File: src/rtl/gpb_defines.vh
/*
 * Constants of the GPIO port bank: register indices, field positions,
 * implemented-bit masks, reset values and option encodings.
 * Assumes inclusion by bare name from the design files of this block.
 */
`ifndef GPB_DEFINES_VH
`define GPB_DEFINES_VH

// ****************************************************************
// Register indices (byte address is four times the index)
// ****************************************************************
`define GPB_IDX_P0_DIR   12'h0b8
`define GPB_IDX_P1_DIR   12'h0c1
`define GPB_IDX_P5_DIR   12'h0c5
`define GPB_IDX_P0_DATA  12'h0d0
`define GPB_IDX_P1_DATA  12'h0d1
`define GPB_IDX_P5_DATA  12'h0d5
`define GPB_IDX_P0_PULL  12'h0e0
`define GPB_IDX_P5_PULL  12'h0e5
`define GPB_IDX_P1_PULL  12'he10
`define GPB_IDX_CTRL     12'h0f0
`define GPB_IDX_STAT     12'h0f1
`define GPB_IDX_DIR_SET  12'h0f8
`define GPB_IDX_DIR_CLR  12'h0f9

// ****************************************************************
// Implemented bits and reset values
// ****************************************************************
`define GPB_P0_PIN_MASK  8'hff
`define GPB_P0_CTL_MASK  8'hfb
`define GPB_P1_MASK      8'hff
`define GPB_P5_MASK      8'h11
`define GPB_RESET_BYTE   8'h00

// ****************************************************************
// Control register fields
// ****************************************************************
`define GPB_CTRL_EXT_EN  0
`define GPB_CTRL_EDGE_LO 1
`define GPB_CTRL_EDGE_HI 2
`define GPB_CTRL_IR_EN   3
`define GPB_CTRL_RST_OPT 4
`define GPB_CTRL_CLK_LO  5
`define GPB_CTRL_CLK_HI  6
`define GPB_CTRL_MASK    8'h7f
`define GPB_STAT_FLAG    0

// ****************************************************************
// Option encodings
// ****************************************************************
`define GPB_EDGE_RISE    2'h1
`define GPB_EDGE_FALL    2'h2
`define GPB_EDGE_BOTH    2'h3
`define GPB_CLK_NONE     2'h0
`define GPB_CLK_RC       2'h1
`define GPB_CLK_XTAL     2'h2

// ****************************************************************
// Port select codes for the set and clear aliases
// ****************************************************************
`define GPB_SEL_P0       2'h0
`define GPB_SEL_P1       2'h1
`define GPB_SEL_P5       2'h2

`endif

File: src/rtl/gpb_pin_ctrl.v
/*
 * Per-port pin driver: turns direction, latch and pull-up bits plus
 * alternate-function overrides into registered pin controls.
 * Assumes all inputs come from logic on sys_clk.
 */
`timescale 1ns/1ps

module gpb_pin_ctrl (
  // Clock and reset
  input  wire       sys_clk,
  input  wire       rst,
  // Port settings
  input  wire [7:0] dirBits,
  input  wire [7:0] latchBits,
  input  wire [7:0] pullBits,
  input  wire [7:0] implMask,
  // Alternate-function overrides
  input  wire [7:0] forceIn,
  input  wire [7:0] noPull,
  input  wire [7:0] forceOut,
  input  wire [7:0] forceVal,
  // Pin controls
  output reg  [7:0] pinOut,
  output reg  [7:0] pinOe,
  output reg  [7:0] pullOn
);

  reg [7:0] oeNext;

  always @* begin
    oeNext = implMask & ~forceIn & (dirBits | forceOut);
  end

  // Registered pin controls
  always @(posedge sys_clk) begin
    if (rst) begin
      pinOut <= 8'h00;
      pinOe  <= 8'h00;
      pullOn <= 8'h00;
    end else begin
      pinOut <= ((forceOut & forceVal) | (~forceOut & latchBits)) & oeNext;
      pinOe  <= oeNext;
      pullOn <= implMask & pullBits & ~oeNext & ~noPull;
    end
  end

endmodule // gpb_pin_ctrl

File: src/rtl/gpb_sync.v
/*
 * Two-stage synchroniser for a group of pin levels.
 * Assumes inputs are asynchronous to sys_clk; only the second stage is used.
 */
`timescale 1ns/1ps

module gpb_sync #(
  parameter WIDTH = 8
) (
  // Clock and reset
  input  wire             sys_clk,
  input  wire             rst,
  // Levels
  input  wire [WIDTH-1:0] asyncIn,
  output reg  [WIDTH-1:0] syncOut
);

  reg [WIDTH-1:0] stage1_reg;

  // Two flip-flops, first stage read only by the second
  always @(posedge sys_clk) begin
    if (rst) begin
      stage1_reg <= {WIDTH{1'b0}};
      syncOut    <= {WIDTH{1'b0}};
    end else begin
      stage1_reg <= asyncIn;
      syncOut    <= stage1_reg;
    end
  end

endmodule // gpb_sync

File: src/rtl/gpb_top.v
/*
 * GPIO port bank: ports 0, 1 and 5 with direction, data and write-only
 * pull-up registers, shared-pin switching and the external interrupt
 * edge flag, reached over an AHB-Lite slave port.
 * Assumes one sys_clk domain, a synchronous active-high reset, pins that
 * are asynchronous, and an IR carrier from logic on sys_clk.
 */
`timescale 1ns/1ps
`include "gpb_defines.vh"

module gpb_top (
  // Clock and reset
  input  wire        sys_clk,
  input  wire        rst,
  // AHB-Lite slave
  input  wire        hsel,
  input  wire [31:0] haddr,
  input  wire [1:0]  htrans,
  input  wire        hwrite,
  input  wire [2:0]  hsize,
  input  wire [31:0] hwdata,
  input  wire        hready,
  output reg  [31:0] hrdata,
  output reg         hreadyout,
  output reg         hresp,
  // Port 0 pins
  input  wire [7:0]  port0In,
  output wire [7:0]  port0Out,
  output wire [7:0]  port0Oe,
  output wire [7:0]  port0PullOn,
  // Port 1 pins
  input  wire [7:0]  port1In,
  output wire [7:0]  port1Out,
  output wire [7:0]  port1Oe,
  output wire [7:0]  port1PullOn,
  // Port 5 pins
  input  wire [7:0]  port5In,
  output wire [7:0]  port5Out,
  output wire [7:0]  port5Oe,
  output wire [7:0]  port5PullOn,
  // Shared functions
  input  wire        irCarrierIn,
  output reg         extIntFlag,
  output reg         extIntRequest
);

  // ****************************************************************
  // Declarations
  // ****************************************************************
  reg  [7:0]  p0Dir_reg,  p1Dir_reg,  p5Dir_reg;
  reg  [7:0]  p0Dir_next, p1Dir_next, p5Dir_next;
  reg  [7:0]  p0Lat_reg,  p1Lat_reg,  p5Lat_reg;
  reg  [7:0]  p0Lat_next, p1Lat_next, p5Lat_next;
  reg  [7:0]  p0Pull_reg, p1Pull_reg, p5Pull_reg;
  reg  [7:0]  p0Pull_next, p1Pull_next, p5Pull_next;
  reg  [7:0]  ctrl_reg;
  reg  [7:0]  ctrl_next;
  reg         flag_next;
  reg         wrPend_reg;
  reg  [11:0] wrIdx_reg;
  reg         p00Prev_reg;
  reg  [31:0] rdNext;
  reg  [7:0]  p0Read;
  reg  [7:0]  p0ForceIn;
  reg  [7:0]  p0NoPull;
  reg  [7:0]  p5ForceOut;
  reg  [7:0]  p5ForceVal;
  reg         edgeHit;
  wire [7:0]  p0Sync, p1Sync, p5Sync;
  wire        addrPhase;
  wire        addrOk;
  wire [11:0] rdIdx;
  wire [7:0]  wByte;
  wire [1:0]  edgeSel;
  wire [1:0]  clkOpt;
  wire        p00Now;

  assign addrPhase = hsel & hready & htrans[1];
  assign addrOk    = (haddr[31:14] == 18'h00000) & (haddr[1:0] == 2'h0);
  assign rdIdx     = addrOk ? haddr[13:2] : 12'hfff;
  assign wByte     = hwdata[7:0];
  assign edgeSel   = ctrl_reg[`GPB_CTRL_EDGE_HI:`GPB_CTRL_EDGE_LO];
  assign clkOpt    = ctrl_reg[`GPB_CTRL_CLK_HI:`GPB_CTRL_CLK_LO];
  assign p00Now    = p0Sync[0];

  // ****************************************************************
  // Pin input synchronisers
  // ****************************************************************
  gpb_sync #(.WIDTH(8)) u_sync0 (
    .sys_clk (sys_clk),
    .rst     (rst),
    .asyncIn (port0In),
    .syncOut (p0Sync)
  );

  gpb_sync #(.WIDTH(8)) u_sync1 (
    .sys_clk (sys_clk),
    .rst     (rst),
    .asyncIn (port1In),
    .syncOut (p1Sync)
  );

  gpb_sync #(.WIDTH(8)) u_sync5 (
    .sys_clk (sys_clk),
    .rst     (rst),
    .asyncIn (port5In & `GPB_P5_MASK),
    .syncOut (p5Sync)
  );

  // ****************************************************************
  // Register write path
  // ****************************************************************
  // Next values of every software register
  always @* begin
    p0Dir_next  = p0Dir_reg;
    p1Dir_next  = p1Dir_reg;
    p5Dir_next  = p5Dir_reg;
    p0Lat_next  = p0Lat_reg;
    p1Lat_next  = p1Lat_reg;
    p5Lat_next  = p5Lat_reg;
    p0Pull_next = p0Pull_reg;
    p1Pull_next = p1Pull_reg;
    p5Pull_next = p5Pull_reg;
    ctrl_next   = ctrl_reg;
    flag_next   = extIntFlag;
    if (wrPend_reg) begin
      case (wrIdx_reg)
        // bit 2 direction held at zero
        `GPB_IDX_P0_DIR:  p0Dir_next  = wByte & `GPB_P0_CTL_MASK;
        `GPB_IDX_P1_DIR:  p1Dir_next  = wByte & `GPB_P1_MASK;
        `GPB_IDX_P5_DIR:  p5Dir_next  = wByte & `GPB_P5_MASK;
        `GPB_IDX_P0_DATA: p0Lat_next  = wByte & `GPB_P0_CTL_MASK;
        `GPB_IDX_P1_DATA: p1Lat_next  = wByte & `GPB_P1_MASK;
        `GPB_IDX_P5_DATA: p5Lat_next  = wByte & `GPB_P5_MASK;
        `GPB_IDX_P0_PULL: p0Pull_next = wByte & `GPB_P0_CTL_MASK;
        `GPB_IDX_P1_PULL: p1Pull_next = wByte & `GPB_P1_MASK;
        `GPB_IDX_P5_PULL: p5Pull_next = wByte & `GPB_P5_MASK;
        `GPB_IDX_CTRL:    ctrl_next   = wByte & `GPB_CTRL_MASK;
        `GPB_IDX_STAT: begin
          if (hwdata[`GPB_STAT_FLAG]) begin
            flag_next = 1'b0;
          end
        end
        `GPB_IDX_DIR_SET: begin
          case (hwdata[9:8])
            `GPB_SEL_P0: p0Dir_next = p0Dir_reg | (wByte & `GPB_P0_CTL_MASK);
            `GPB_SEL_P1: p1Dir_next = p1Dir_reg | (wByte & `GPB_P1_MASK);
            `GPB_SEL_P5: p5Dir_next = p5Dir_reg | (wByte & `GPB_P5_MASK);
            default:     p0Dir_next = p0Dir_reg;
          endcase
        end
        `GPB_IDX_DIR_CLR: begin
          case (hwdata[9:8])
            `GPB_SEL_P0: p0Dir_next = p0Dir_reg & ~wByte;
            `GPB_SEL_P1: p1Dir_next = p1Dir_reg & ~wByte;
            `GPB_SEL_P5: p5Dir_next = p5Dir_reg & ~wByte;
            default:     p0Dir_next = p0Dir_reg;
          endcase
        end
        default: ctrl_next = ctrl_reg;
      endcase
    end
    if (edgeHit) begin
      flag_next = 1'b1;
    end
  end

  // Edge detector on the synchronised external interrupt pin
  always @* begin
    case (edgeSel)
      `GPB_EDGE_RISE: edgeHit = p00Now & ~p00Prev_reg;
      `GPB_EDGE_FALL: edgeHit = ~p00Now & p00Prev_reg;
      `GPB_EDGE_BOTH: edgeHit = p00Now ^ p00Prev_reg;
      default:        edgeHit = 1'b0;
    endcase
  end

  // ****************************************************************
  // Shared-pin switching
  // ****************************************************************
  // alternate roles of shared pins
  always @* begin
    p0ForceIn  = 8'h04;
    p0NoPull   = 8'h04;
    p5ForceOut = 8'h00;
    p5ForceVal = 8'h00;
    if (ctrl_reg[`GPB_CTRL_EXT_EN]) begin
      p0ForceIn[0] = 1'b1;
    end
    if (clkOpt == `GPB_CLK_RC || clkOpt == `GPB_CLK_XTAL) begin
      p0ForceIn[3] = 1'b1;
      p0NoPull[3]  = 1'b1;
    end
    if (clkOpt == `GPB_CLK_XTAL) begin
      p0ForceIn[4] = 1'b1;
      p0NoPull[4]  = 1'b1;
    end
    if (ctrl_reg[`GPB_CTRL_IR_EN]) begin
      p5ForceOut[4] = 1'b1;
      p5ForceVal[4] = irCarrierIn;
    end
  end

  // ****************************************************************
  // Read path
  // ****************************************************************
  // port 0 read value
  always @* begin
    p0Read    = (p0Sync & ~p0Dir_next) | (p0Lat_next & p0Dir_next);
    p0Read[2] = ctrl_next[`GPB_CTRL_RST_OPT] ? 1'b1 : p0Sync[2];
  end

  // Read mux built on next values so a write is seen at once
  always @* begin
    rdNext = 32'h00000000;
    case (rdIdx)
      `GPB_IDX_P0_DIR:  rdNext[7:0] = p0Dir_next;
      `GPB_IDX_P1_DIR:  rdNext[7:0] = p1Dir_next;
      `GPB_IDX_P5_DIR:  rdNext[7:0] = p5Dir_next;
      `GPB_IDX_P0_DATA: rdNext[7:0] = p0Read;
      `GPB_IDX_P1_DATA: rdNext[7:0] = (p1Sync & ~p1Dir_next) | (p1Lat_next & p1Dir_next);
      `GPB_IDX_P5_DATA: rdNext[7:0] = ((p5Sync & ~p5Dir_next) | (p5Lat_next & p5Dir_next))
                                      & `GPB_P5_MASK;
      `GPB_IDX_CTRL:    rdNext[7:0] = ctrl_next;
      `GPB_IDX_STAT:    rdNext[`GPB_STAT_FLAG] = flag_next;
      default:          rdNext = 32'h00000000;
    endcase
  end

  // ****************************************************************
  // Bus and register state
  // ****************************************************************
  always @(posedge sys_clk) begin
    if (rst) begin
      p0Dir_reg     <= `GPB_RESET_BYTE;
      p1Dir_reg     <= `GPB_RESET_BYTE;
      p5Dir_reg     <= `GPB_RESET_BYTE;
      p0Lat_reg     <= `GPB_RESET_BYTE;
      p1Lat_reg     <= `GPB_RESET_BYTE;
      p5Lat_reg     <= `GPB_RESET_BYTE;
      p0Pull_reg    <= `GPB_RESET_BYTE;
      p1Pull_reg    <= `GPB_RESET_BYTE;
      p5Pull_reg    <= `GPB_RESET_BYTE;
      ctrl_reg      <= `GPB_RESET_BYTE;
      extIntFlag    <= 1'b0;
      extIntRequest <= 1'b0;
      p00Prev_reg   <= 1'b0;
      wrPend_reg    <= 1'b0;
      wrIdx_reg     <= 12'h000;
      hrdata        <= 32'h00000000;
      hreadyout     <= 1'b0;
      hresp         <= 1'b0;
    end else begin
      p0Dir_reg     <= p0Dir_next;
      p1Dir_reg     <= p1Dir_next;
      p5Dir_reg     <= p5Dir_next;
      p0Lat_reg     <= p0Lat_next;
      p1Lat_reg     <= p1Lat_next;
      p5Lat_reg     <= p5Lat_next;
      p0Pull_reg    <= p0Pull_next;
      p1Pull_reg    <= p1Pull_next;
      p5Pull_reg    <= p5Pull_next;
      ctrl_reg      <= ctrl_next;
      extIntFlag    <= flag_next;
      // Request raised only when enabled
      extIntRequest <= flag_next & ctrl_next[`GPB_CTRL_EXT_EN];
      p00Prev_reg   <= p00Now;
      wrPend_reg    <= addrPhase & hwrite;
      wrIdx_reg     <= rdIdx;
      hreadyout     <= 1'b1;
      hresp         <= 1'b0;
      if (addrPhase & ~hwrite) begin
        hrdata <= rdNext;
      end
    end
  end

  // ****************************************************************
  // Pin drivers
  // ****************************************************************
  // three port drivers
  gpb_pin_ctrl u_pin0 (
    .sys_clk   (sys_clk),
    .rst       (rst),
    .dirBits   (p0Dir_reg),
    .latchBits (p0Lat_reg),
    .pullBits  (p0Pull_reg),
    .implMask  (`GPB_P0_PIN_MASK),
    .forceIn   (p0ForceIn),
    .noPull    (p0NoPull),
    .forceOut  (8'h00),
    .forceVal  (8'h00),
    .pinOut    (port0Out),
    .pinOe     (port0Oe),
    .pullOn    (port0PullOn)
  );

  gpb_pin_ctrl u_pin1 (
    .sys_clk   (sys_clk),
    .rst       (rst),
    .dirBits   (p1Dir_reg),
    .latchBits (p1Lat_reg),
    .pullBits  (p1Pull_reg),
    .implMask  (`GPB_P1_MASK),
    .forceIn   (8'h00),
    .noPull    (8'h00),
    .forceOut  (8'h00),
    .forceVal  (8'h00),
    .pinOut    (port1Out),
    .pinOe     (port1Oe),
    .pullOn    (port1PullOn)
  );

  gpb_pin_ctrl u_pin5 (
    .sys_clk   (sys_clk),
    .rst       (rst),
    .dirBits   (p5Dir_reg),
    .latchBits (p5Lat_reg),
    .pullBits  (p5Pull_reg),
    .implMask  (`GPB_P5_MASK),
    .forceIn   (8'h00),
    .noPull    (8'h00),
    .forceOut  (p5ForceOut),
    .forceVal  (p5ForceVal),
    .pinOut    (port5Out),
    .pinOe     (port5Oe),
    .pullOn    (port5PullOn)
  );

endmodule // gpb_top

File: config.mk
export PLATFORM = sky130hd
export DESIGN_NAME = gpb_top
export DESIGN_NICKNAME = d
export VERILOG_FILES = /design/src/rtl/gpb_pin_ctrl.v /design/src/rtl/gpb_sync.v /design/src/rtl/gpb_top.v
export VERILOG_INCLUDE_DIRS = /design/src /design/src/rtl
export SDC_FILE = /design/constraint.sdc
export NUM_CORES = 1
export LEC_CHECK = 0
export ABC_AREA = 0
export BUFFER_PORTS_ARGS = -buffer_cell sky130_fd_sc_hd__buf_4
export CORE_ASPECT_RATIO = 0.9
export CORE_MARGIN = 10
export CORE_UTILIZATION = 35
export DETAILED_ROUTE_END_ITERATION = 8
export PLACE_DENSITY_LB_ADDON = 0.15
export SETUP_SLACK_MARGIN = 0.15
export SYNTH_ARGS = -nofsm -noshare
export SYNTH_HDL_FRONTEND = slang
export SYNTH_SLANG_ARGS = --single-unit
File: constraint.sdc
create_clock -name sys_clk -period 6.9 [get_ports sys_clk]
set_clock_uncertainty 0.15 [all_clocks]
set_input_delay 0.345 -clock sys_clk [delete_from_list [all_inputs] [get_ports sys_clk]]
set_output_delay 0.345 -clock sys_clk [all_outputs]
set_load 0.02 [all_outputs]
After elaboration in Yosys (flattened, before gate mapping)
Index checks and enable logic that the tools add are counted.
{"block": "totals", "reg_bits": 209, "in_bits": 99, "out_inout_bits": 108, "elab_cells": 152}
{"block": "classes", "n_eq_ne": 28, "muxes": 35, "n_bitwise": 49, "reduce_logical": 7}
{"operator": "12-bit by 8-bit equality test with 1-bit output (second input constant)", "n": 20}
{"operator": "8-bit 2-to-1 mux", "n": 17}
{"operator": "8-bit AND", "n": 14}
{"operator": "8-bit one-hot mux with 3 select lines", "n": 3}
{"operator": "7-bit one-hot mux with 7 select lines", "n": 1}
{"operator": "8-bit inverter", "n": 5}
{"operator": "8-bit OR", "n": 5}
{"operator": "5-bit inverter with 8-bit output", "n": 4}
{"operator": "18-bit zero test", "n": 1}
{"operator": "5-bit AND", "n": 3}
{"operator": "12-bit equality test (second input constant)", "n": 1}
{"operator": "12-bit 2-to-1 mux", "n": 1}
{"operator": "1-bit 2-to-1 mux", "n": 11}
{"operator": "5-bit OR", "n": 2}
{"operator": "1-bit AND", "n": 8}
{"operator": "5-bit by 8-bit AND with 8-bit output", "n": 1}
{"operator": "8-bit by 5-bit AND with 8-bit output", "n": 1}
{"operator": "2-bit equality test (second input constant)", "n": 4}
{"operator": "8-bit by 5-bit OR with 8-bit output", "n": 1}
{"operator": "1-bit one-hot mux with 8 select lines", "n": 1}
{"operator": "2-bit by 1-bit equality test with 1-bit output (second input constant)", "n": 3}
{"operator": "2-bit AND reduction", "n": 3}
{"operator": "5-bit inverter", "n": 1}
{"operator": "2-bit zero test", "n": 2}
{"operator": "4 further kinds", "n": 6}

Depth between registers and ports, before layout
Gate-level depths: netlist (run 1).
{"block": "depth", "depth_word": 9, "mapped_depth": 11}

Modules after synthesis
A second synthesis (run 1) with hierarchy kept.
{"block": "unflattened", "cells_unflattened": 909, "hier_area_um2": 9449.1}
{"module": "gpb_top", "instances": 1, "cells_per_inst": 594, "area_each_um2": 4963.5, "seq_area_each_um2": 1901.8}
{"module": "gpb_pin_ctrl", "instances": 3, "cells_per_inst": 72, "area_each_um2": 1031.0, "seq_area_each_um2": 480.5}
{"module": "gpb_sync", "instances": 3, "cells_per_inst": 33, "area_each_um2": 464.2, "seq_area_each_um2": 320.3}

Worst setup path after synthesis (run 1)
OpenSTA, ideal clock, no wires.
{"block": "synth_path", "kind": "reg2reg", "start": "reg wrIdx_reg[3]", "end": "reg hrdata[0]", "setup_ns": 0.086, "arrival_ns": 2.266, "slack_ns": 4.398, "path_stages_with_launch": 9, "path_buffers": 0, "path_cell_list": "dfxtp_1 > or4b_1 > a211oi_1 > nor2b_1 > a21boi_1 > a21oi_2 > mux2_4 > a2bb2oi_1 > a221oi_2"}
{"block": "synth_between", "elab_chain_len": 7}
{"item": "start, declared", "line_no": "gpb_top.v:60", "text": "reg [11:0] wrIdx_reg;"}
{"item": "start signal, assigned", "line_no": "gpb_top.v:269", "text": "wrIdx_reg <= rdIdx;"}
{"item": "12-bit by 8-bit equality test with 1-bit output", "line_no": "gpb_top.v:127", "text": "case (wrIdx_reg)"}
{"item": "8-bit one-hot mux with 3 select lines", "line_no": "gpb_top.v:127"}
{"item": "8-bit 2-to-1 mux", "line_no": "gpb_top.v:126", "text": "if (wrPend_reg) begin"}
{"item": "5-bit inverter, or another cell as far along", "line_no": "gpb_top.v:222", "text": "`GPB_IDX_P5_DATA: rdNext[7:0] = ((p5Sync & ~p5Dir_next) | (p5Lat_next & p5Dir_next))"}
{"item": "5-bit AND, or another cell as far along", "line_no": "gpb_top.v:222"}
{"item": "5-bit OR, or another cell as far along", "line_no": "gpb_top.v:222"}
{"item": "1-bit one-hot mux with 8 select lines (*)", "line_no": "gpb_top.v:216", "text": "case (rdIdx)"}
{"item": "end signal, assigned", "line_no": "gpb_top.v:273", "text": "hrdata <= rdNext;"}
{"item": "end, declared", "line_no": "gpb_top.v:23", "text": "output reg [31:0] hrdata,"}
Mark *: on every way between the ends. The rest lies on a longest branch, timed or not.
A chain may end at the register's enable or synchronous reset.

Final worst setup path (run 1)
{"block": "layout_path", "start": "reg wrIdx_reg[0]", "end": "reg hrdata[1]"}
{"block": "layout_between", "elab_chain_len": 7}
{"item": "12-bit by 8-bit equality test with 1-bit output", "line_no": "gpb_top.v:127"}
{"item": "8-bit one-hot mux with 3 select lines", "line_no": "gpb_top.v:127"}
{"item": "8-bit 2-to-1 mux", "line_no": "gpb_top.v:126"}
{"item": "8-bit inverter (on tied branches)", "line_no": "gpb_top.v:221, gpb_top.v:209"}
{"item": "8-bit AND (on tied branches)", "line_no": "gpb_top.v:221, gpb_top.v:209"}
{"item": "8-bit OR (on tied branches)", "line_no": "gpb_top.v:221, gpb_top.v:209"}
{"item": "7-bit one-hot mux with 7 select lines (*)", "line_no": "gpb_top.v:216"}
Marked as above.

==> metrics, run 1 <==
area of the multi-input gates=3354 sq um; final setup violation count=0; Mean Syn Cell Area=9.369 sq um; Startpoint Class=flop; initial DRC count=444; largest area contributor in the netlist=dfxtp_1; share of layout cells above drive strength 1=20.02%; Max Cap Violations=0; core footprint=20640 sq um; Sinks on Clock Net=178; Least-Margin Pin Slew=1.078 ns; sequential fraction of the synthesis area=48.83%; CP dominant cell by count=a221oi_1; routability cong.=0.8850; die area=27040 sq um; Crit. End Element=flop; Crit-path slowest cell=dfxtp_1; most frequent cells after synthesis=dfxtp_1 (178), nor2_1 (91), nor2b_1 (58), buf_4 (46), mux2i_1 (43); crit path max fanout=13; via count=5750; clock latency on the worst-skew pair=0.42 ns; initial antenna violation count=0; die span in y=157.0 um; WP data arrival=3.47 ns; Hold Vio Cnt, Final=0; min-delay worst type=input port to flop; Pwr Total=2.172 mW; fin crit period=3.357 ns; Antenna diodes=0; CTS tree=built; Gates resized, CTS repair=0; worst hold start=haddr[4]; starting density of the core=35.35%; fin nets=1009; total CTS buffers=17; CTS hold repair buffers=21; r2r startpoint=wrIdx_reg[0]; flop2flop setup slack=3.54 ns; Slew HR=27.76%; wire per inst=18.26 um; PortBufs=128; crit path launch=wrIdx_reg[0]; Post-synth ARST share=0%; Netlist cell types=65; FMAX=0.2979 GHz; Largest register FFs=12; most common cell in the netlist=dfxtp_1; worst path cell trace=or4b_1, a211oi_1, nand3_1, o21ai_0, nand2_1, a221oi_1, o31a_1, a221oi_1; post-DP HPWL=15.79 mm; setup tns final=0 ns; DRT Pass-1 Iters=5; number of synthesized register bits=178; Synth top area share=48.83%; Reg area=3563 sq um; period utilisation layout=48.65%; first-pass GRT wire length=32.38 mm; maximum vdd ir drop=0.1355 mV; largest net degree at the start of global routing=82; worst-case clock buffer depth=2; H-tree lvl count=4; power density over cell area=239.1 nW/um^2; Final ANT Viol Nets=0; final wirelength=21.53 mm; top post-synthesis cells by area=dfxtp_1 (49%), mux2i_1 (5.9%), nor2b_1 (5.0%), buf_4 (4.7%), nor2_1 (4.7%); Max Slew Vio Count=0; WP data required=7.01 ns; Crit path max-delay family=compound AO/OA/AOI/OAI gates; fillers=2061; Syn-to-layout area delta=24.52%; Critical path buffers and inverters=0; RSZ-0062 raised after global routing=false; EDFF count, synth=0; slowest stage delay, CP=0.63 ns; Via density=4.877; post-synthesis cell area=7298 sq um; total track usage=15.66%; status=finished clean; vias in the first global route=5726; clk slew on worst S/H paths=0.06 ns; Crit Path Class=flop to flop; Mapped Cells=779; YS warnings=0; root buffer cell=clkbuf_16; Die Span X=172.2 um; P_leak=3.738 nW; drt drc=0; I/O pin total=207; Post-CTS Setup Inserts=0; Main synth FF type=dfxtp_1; total gr overflow=0; # rows=50
tightest hold or removal path, delay by kind of cell:
family | cells | cell delay (ns)
buf+inv | 1 | 0.10
simple gates | 2 | 0.11
final timing paths:
path,end,depth (start not counted)
worst max-delay path,hrdata[1],8
worst min-delay path,wrIdx_reg[2],3
worst max register to register,hrdata[1],8
worst min register to register,u_sync0.syncOut[7],1
per-stage QoR:
step / util [%] / cells / instance area, sq um / hold slack [ns] / setup WS, ns
finish: 44.02 / 1179 / 9087 / 0.01663 / 3.543
global route: 44.02 / 1179 / 9087 / 0.02952 / 3.356
CTS: 44.02 / 1179 / 9087 / 0.0004665 / 3.618
detailed placement: 40.01 / 1127 / 8260 / 0.2712 / 3.646
global placement: 40.01 / 1127 / 8260 / 0.2669 / 3.656
floorplan: - / 824 / 7467 / 0.2559 / 4.398
final cells by class:
cell class,count,share of cell area (%)
clock inverters,11,1.652
clock buffers,20,5.136
multi-input cells,547,36.91
inverters,13,0.5370
well taps,260,3.580
flip-flops and latches,178,39.21
repair buffers,150,12.97
metal layers:
metal / vias to the layer above / track usage, % / wire length [um]
met5: - / 0 / 0
met4: 0 / 4.430 / 246
met3: 13 / 4.157 / 1429
met2: 208 / 23.17 / 9402
met1: 2669 / 21.79 / 10450
li1: 2860 / - / -
report_power, final:
group	internal (mW)	switching [mW]
combinational	0.0470	0.0751
sequential	1.04	0.0109
clock	0.599	0.399
total	1.69	0.485
cells by family (layout without fill, tap and decap cells):
kind of cell             after synthesis  in the layout  share of synthesized area, %
AND/OR/NAND/NOR                      314            314                         24.05
flip-flops                           178            178                         48.83
AO/OA/AOI/OAI                        134            134                         12.00
buffers and inverters                 99            194                         7.526
multiplexers                          50             50                         7.029
adder cells (fa/ha/maj)                3              3                        0.5144
other                                  1             46                       0.05138
layout by cell type (no fill, tap or decap), types with 5 or more instances in the layout:
cell           synthesis  routed
dfxtp_1              178     178
buf_4                 46     129
nor2_1                91      91
nor2b_1               58      58
conb_1                 1      46
mux2i_1               43      43
a21oi_1               36      36
nand2_1               33      33
and2_1                32      32
o21ai_0               31      31
dlygate4sd3_1          0      21
clkbuf_16              0      17
nor3b_1               16      16
nand3_1               15      15
inv_1                 13      13
nor3_1                 9       9
a221oi_1               9       9
nand4_1                8       8
o21a_1                 8       8
and3_1                 8       8
nor4_1                 8       8
a31oi_1                6       6
mux2_2                 6       6
o31a_1                 6       6
a211oi_1               5       5
Note: power is estimated with default switching activity, not from simulation.
==> run 2, diff against run 1 <==
clock period = 3.15 ns   (was 6.9 ns; I/O delays follow)
==> metrics, run 2 (synthesis gave the netlist of run 1 again) <==
maximum vdd ir drop=0.3036 mV (+120%); min-delay worst type=input port to flop; fillers=2037 (-1.2%); Startpoint Class=flop; Max Slew Vio Count=0 (unchanged); slowest stage delay, CP=0.49 ns (-0.14 ns); Crit Path Class=flop to flop; vias in the first global route=5911 (+3.2%); root buffer cell=clkbuf_16; worst path cell trace=and3b_1, nand2_1, nor4_1, buf_4, mux2i_1, mux2i_1, a211oi_1, a221oi_1; crit path max fanout=8 (-5); power density over cell area=507.5 nW/um^2 (+110%); CTS tree=built; share of layout cells above drive strength 1=22.01% (+2.0 points); P_leak=3.937 nW (+5.3%); Hold Vio Cnt, Final=0 (unchanged); final setup margin=0.2944 ns (-3.249 ns); fin nets=1052 (+4.3%); WP data required=3.27 ns (-3.74 ns); total gr overflow=0 (unchanged); die span in y=157.0 um (unchanged); routability cong.=0.8892 (+0.47%); period utilisation layout=90.65% (+42 points); Max Cap Violations=0 (unchanged); I/O pin total=207 (unchanged); via count=5891 (+2.5%); largest net degree at the start of global routing=62 (-24%); RSZ-0062 raised after global routing=true; Final ANT Viol Nets=0 (unchanged); area of the multi-input gates=3357 sq um (about the same); initial antenna violation count=0 (unchanged); Core Util, Final=45.92% (+1.9 points); hold_ws=0.01128 ns (-0.005346 ns); DRT Pass-1 Iters=5 (unchanged); Post-Place Setup Slack=0.3731 ns (-3.273 ns); clock latency on the worst-skew pair=0.43 ns (about the same); WP data arrival=2.98 ns (-0.49 ns); Slew HR=48.99% (+21 points); Syn-to-layout area delta=29.90%; Least-Margin Pin Slew=0.7572 ns (-0.3205 ns); PortBufs=128 (unchanged); wire length on met3=1.374 mm (-3.8%); setup tns final=0 ns (unchanged); Pwr Total=4.811 mW (+120%); total CTS buffers=17 (unchanged); H-tree lvl count=4 (unchanged); most common cell after layout, fill and taps aside=dfxtp_1; starting density of the core=35.35% (unchanged); Sinks on Clock Net=178 (unchanged); CP dominant cell by count=mux2i_1; clk slew on worst S/H paths=0.07 ns (about the same); top layer in use=met4; Crit. End Element=flop; Die Span X=172.2 um (unchanged); FMAX=0.3502 GHz (+18%); Reg area=3563 sq um (unchanged); worst-case clock buffer depth=2 (unchanged); first-pass GRT wire length=33.24 mm (+2.6%); most frequent cells in the layout=dfxtp_1 (178), buf_4 (154), nor2_1 (91), nor2b_1 (57), conb_1 (46); initial DRC count=373 (-16%); post-DP HPWL=16.12 mm (+2.1%); WL met1=10.61 mm (+1.6%); Largest register FFs=12 (unchanged); drt drc=0 (unchanged); final setup violation count=0 (unchanged); fin crit period=2.856 ns (-0.5013 ns); wire per inst=17.76 um (-2.7%); total track usage=16.07% (+0.41 points); # rows=50 (unchanged); core footprint=20640 sq um (unchanged); WL met2=9.507 mm (+1.1%); Via density=4.813 (-1.3%); status=finished clean; die area=27040 sq um (unchanged); Crit-path slowest cell=dfxtp_1; final wirelength=21.74 mm (+1.0%)
run 2: cell count changes in the layout (fill, tap and decap cells not counted):
cell	previous run	this run
clkinv_2	2	1
buf_4	129	154
buf_12	0	1
nor2b_1	58	57
diode_2	0	1
o21ai_0	31	29
nor2b_2	0	1
inv_6	2	1
inv_8	0	2
clkinvlp_4	2	4
o21ai_1	2	4
dlygate4sd3_1	21	38
clkbuf_8	3	2
run 2: area by class of cell:
class / instances / area share (%)
sequential: 178 / 37.59
multi-input combinational: 547 / 35.41
timing repair buffer: 193 / 16.42
clock buffer: 19 / 4.778
tap: 260 / 3.431
clock inverter: 13 / 1.835
inverter: 13 / 0.5147
antenna: 1 / 0.02640
run 2: path summary, 6_finish.rpt:
path / startpoint / end / slack, ns / cells past startpoint
setup / recovery: wrIdx_reg[6] / hrdata[4] / 0.29 / 8
setup reg to reg: wrIdx_reg[6] / hrdata[4] / 0.29 / 8
hold / removal: hwdata[0] / p5Pull_reg[0] / 0.01 / 3
hold reg to reg: u_sync1.stage1_reg[7] / u_sync1.syncOut[7] / 0.29 / 1
run 2: critical path, delay by kind of cell, from the launching register on:
kind	cells	cell delay (ns)
buffers and inverters	1	0.18
AO/OA/AOI/OAI	2	0.40
AND/OR/NAND/NOR	3	0.86
multiplexers	2	0.60
flip-flops	1	0.49
run 2: per-stage QoR:
stage                     cells  instance area (sq um)
after floorplan             824                   7467
final                      1224                   9480
after global routing       1223                   9478
after detailed placement   1153                   8468
after CTS                  1223                   9475
after global placement     1153                   8468
run 2: per-layer routing:
metal	vias up	track usage, %
met5	-	0
met4	0	4.430
met3	19	4.032
met2	188	24.23
met1	2722	22.19
li1	2962	-
run 2: power by group:
part / switching (mW) / leakage [nW] / internal [mW]
Clock: 0.909 / 0.296 / 1.30
Sequential: 0.0187 / 1.45 / 2.28
Combinational: 0.174 / 2.20 / 0.125
run 2: timing repair:
action                                 CTS  global route
gates resized for setup                  0             3
setup endpoints to repair                0             5
buffers inserted                         0             0
endpoints found under the hold margin   59             0
hold buffers                            38             0
==> run 3, diff against run 2 <==
CELL_PAD_IN_SITES_DETAIL_PLACEMENT = 0   (was not set)
CELL_PAD_IN_SITES_GLOBAL_PLACEMENT = 1   (was not set)
==> metrics, run 3 (synthesis gave the netlist of run 1 again) <==
status=finished clean; Crit Path Class=flop to flop; period utilisation layout=90.70% (about the same); DRT Pass-1 Iters=5 (unchanged); Max Slew Vio Count=0 (unchanged); Die Span X=172.2 um (unchanged); drt drc=0 (unchanged); total track usage=16.63% (+0.56 points); wire per inst=18.62 um (+4.8%); WP data arrival=2.98 ns (about the same); worst-case clock buffer depth=2 (unchanged); die span in y=157.0 um (unchanged); fin nets=1049 (-0.29%); via count=6006 (+2.0%); fillers=1972 (-3.2%); Largest register FFs=12 (unchanged); fin crit period=2.857 ns (+0.001569 ns); # rows=50 (unchanged); min-delay worst type=input port to flop; crit path max fanout=8 (unchanged); Final ANT Viol Nets=0 (unchanged); Cell Count, Final, Fillers Out=1220 (-0.33%); Sinks on Clock Net=178 (unchanged); P_leak=3.896 nW (-1.0%); largest net degree at the start of global routing=86 (+39%); Via density=4.923 (+2.3%); CTS tree=built; setup tns final=0 ns (unchanged); post-DP HPWL=17.16 mm (+6.5%); Crit path max-delay family=simple AND/OR/NAND/NOR gates; clk slew on worst S/H paths=0.07 ns (about the same); power density over cell area=491.3 nW/um^2 (-3.2%); Syn-to-layout area delta=28.87%; share of layout cells above drive strength 1=22.00% (about the same); Slew HR=40.50% (-8.5 points); starting density of the core=35.35% (unchanged); Hold Vio Cnt, Final=0 (unchanged); I/O pin total=207 (unchanged); Least-Margin Pin Slew=0.8925 ns (+0.1353 ns); H-tree lvl count=4 (unchanged); clock latency on the worst-skew pair=0.43 ns (about the same); core footprint=20640 sq um (unchanged); Max Cap Violations=0 (unchanged); routability cong.=0.8709 (-2.1%); first-pass GRT wire length=34.39 mm (+3.5%); maximum vdd ir drop=0.2993 mV (-1.4%); final wirelength=22.72 mm (+4.5%); flop2flop setup slack=0.29 ns (about the same); Startpoint Class=flop; PortBufs=128 (unchanged); vias in the first global route=6134 (+3.8%); final setup violation count=0 (unchanged); initial antenna violation count=1 (+1); total gr overflow=0 (unchanged); most frequent cells in the layout=dfxtp_1 (178), buf_4 (151), nor2_1 (91), nor2b_1 (58), conb_1 (46); root buffer cell=clkbuf_16; worst path cell trace=and3b_1, nand2_1, nor3_4, buf_4, mux2i_1, and2_0, o31a_1, a221oi_1; RSZ-0062 raised after global routing=false; initial DRC count=381 (+2.1%); total CTS buffers=17 (unchanged); Crit. End Element=flop; most common cell after layout, fill and taps aside=dfxtp_1; dpl cells=1148 (-0.43%); Crit-path slowest cell=dfxtp_1; FMAX=0.3500 GHz (about the same); WP data required=3.28 ns (about the same); Critical path buffers and inverters=1 (unchanged); die area=27040 sq um (unchanged); slowest stage delay, CP=0.50 ns (about the same)
run 3: cell types whose count changed in the layout (fill, tap and decap cells not counted), moves of 2 or more:
cell / previous run / this run
mux2i_1: 43 / 41
inv_6: 1 / 5
mux2i_2: 0 / 2
clkbuf_8: 2 / 0
o21ai_1: 4 / 1
bufinv_16: 3 / 1
buf_4: 154 / 151
o21ai_0: 29 / 31
run 3: per-stage QoR:
step	util (%)	cell area, sq um	setup WS [ns]	hold WS (ns)	power [mW]
final	45.56	9405	0.2928	0.06624	4.621
after global routing	45.56	9405	0.1692	0.04907	4.782
after CTS	45.36	9364	0.2115	0.03082	4.677
after detailed placement	40.78	8418	0.2238	0.2230	2.607
after global placement	40.78	8418	0.2834	0.2169	2.603
after floorplan	-	7467	0.6478	0.1282	2.534
run 3: repair_timing:
action | in CTS | in global routing
hold buffers | 39 | 0
endpoints found under the setup margin | 0 | 7
hold endpoints to repair | 63 | 0
buffers inserted | 0 | 1
gates resized for setup | 0 | 7
run 3: routing by layer:
layer  track usage (%)  vias up  routed length [um]
met5                 0        -                   0
met1             21.86     2815               10690
met3             5.535       16                1786
met2             25.47      222               10030
li1                  -     2953                   -
met4             4.471        0                 206
run 3: final timing paths:
check                        startpoint                  to  depth (start not counted)
setup / recovery           wrIdx_reg[6]           hrdata[1]                          8
hold / removal                 haddr[7]           hrdata[0]                          4
setup reg to reg           wrIdx_reg[6]           hrdata[1]                          8
hold reg to reg   u_sync0.stage1_reg[0]  u_sync0.syncOut[0]                          1
run 3: cell type report:
cell class	count	area, sq um	area share, %
sequential	178	3563	37.89
multi-input combinational	547	3386	36.00
timing repair buffer	190	1524	16.20
clock buffer	18	429.2	4.563
tap	260	325.3	3.459
clock inverter	13	126.4	1.344
inverter	13	48.80	0.5188
antenna	1	2.502	0.02661
run 3: tightest hold or removal path, delay by kind of cell:
| kind | cells | cell delay (ns) |
|---|---|---|
| AND/OR/NAND/NOR | 1 | 0.09 |
| buffers and inverters | 1 | 0.14 |
| AO/OA/AOI/OAI | 2 | 0.19 |
run 3: where the power goes:
group | internal, mW | switching [mW]
clock network | 1.10 | 0.921
registers | 2.28 | 0.0194
logic | 0.124 | 0.176
total | 3.50 | 1.12
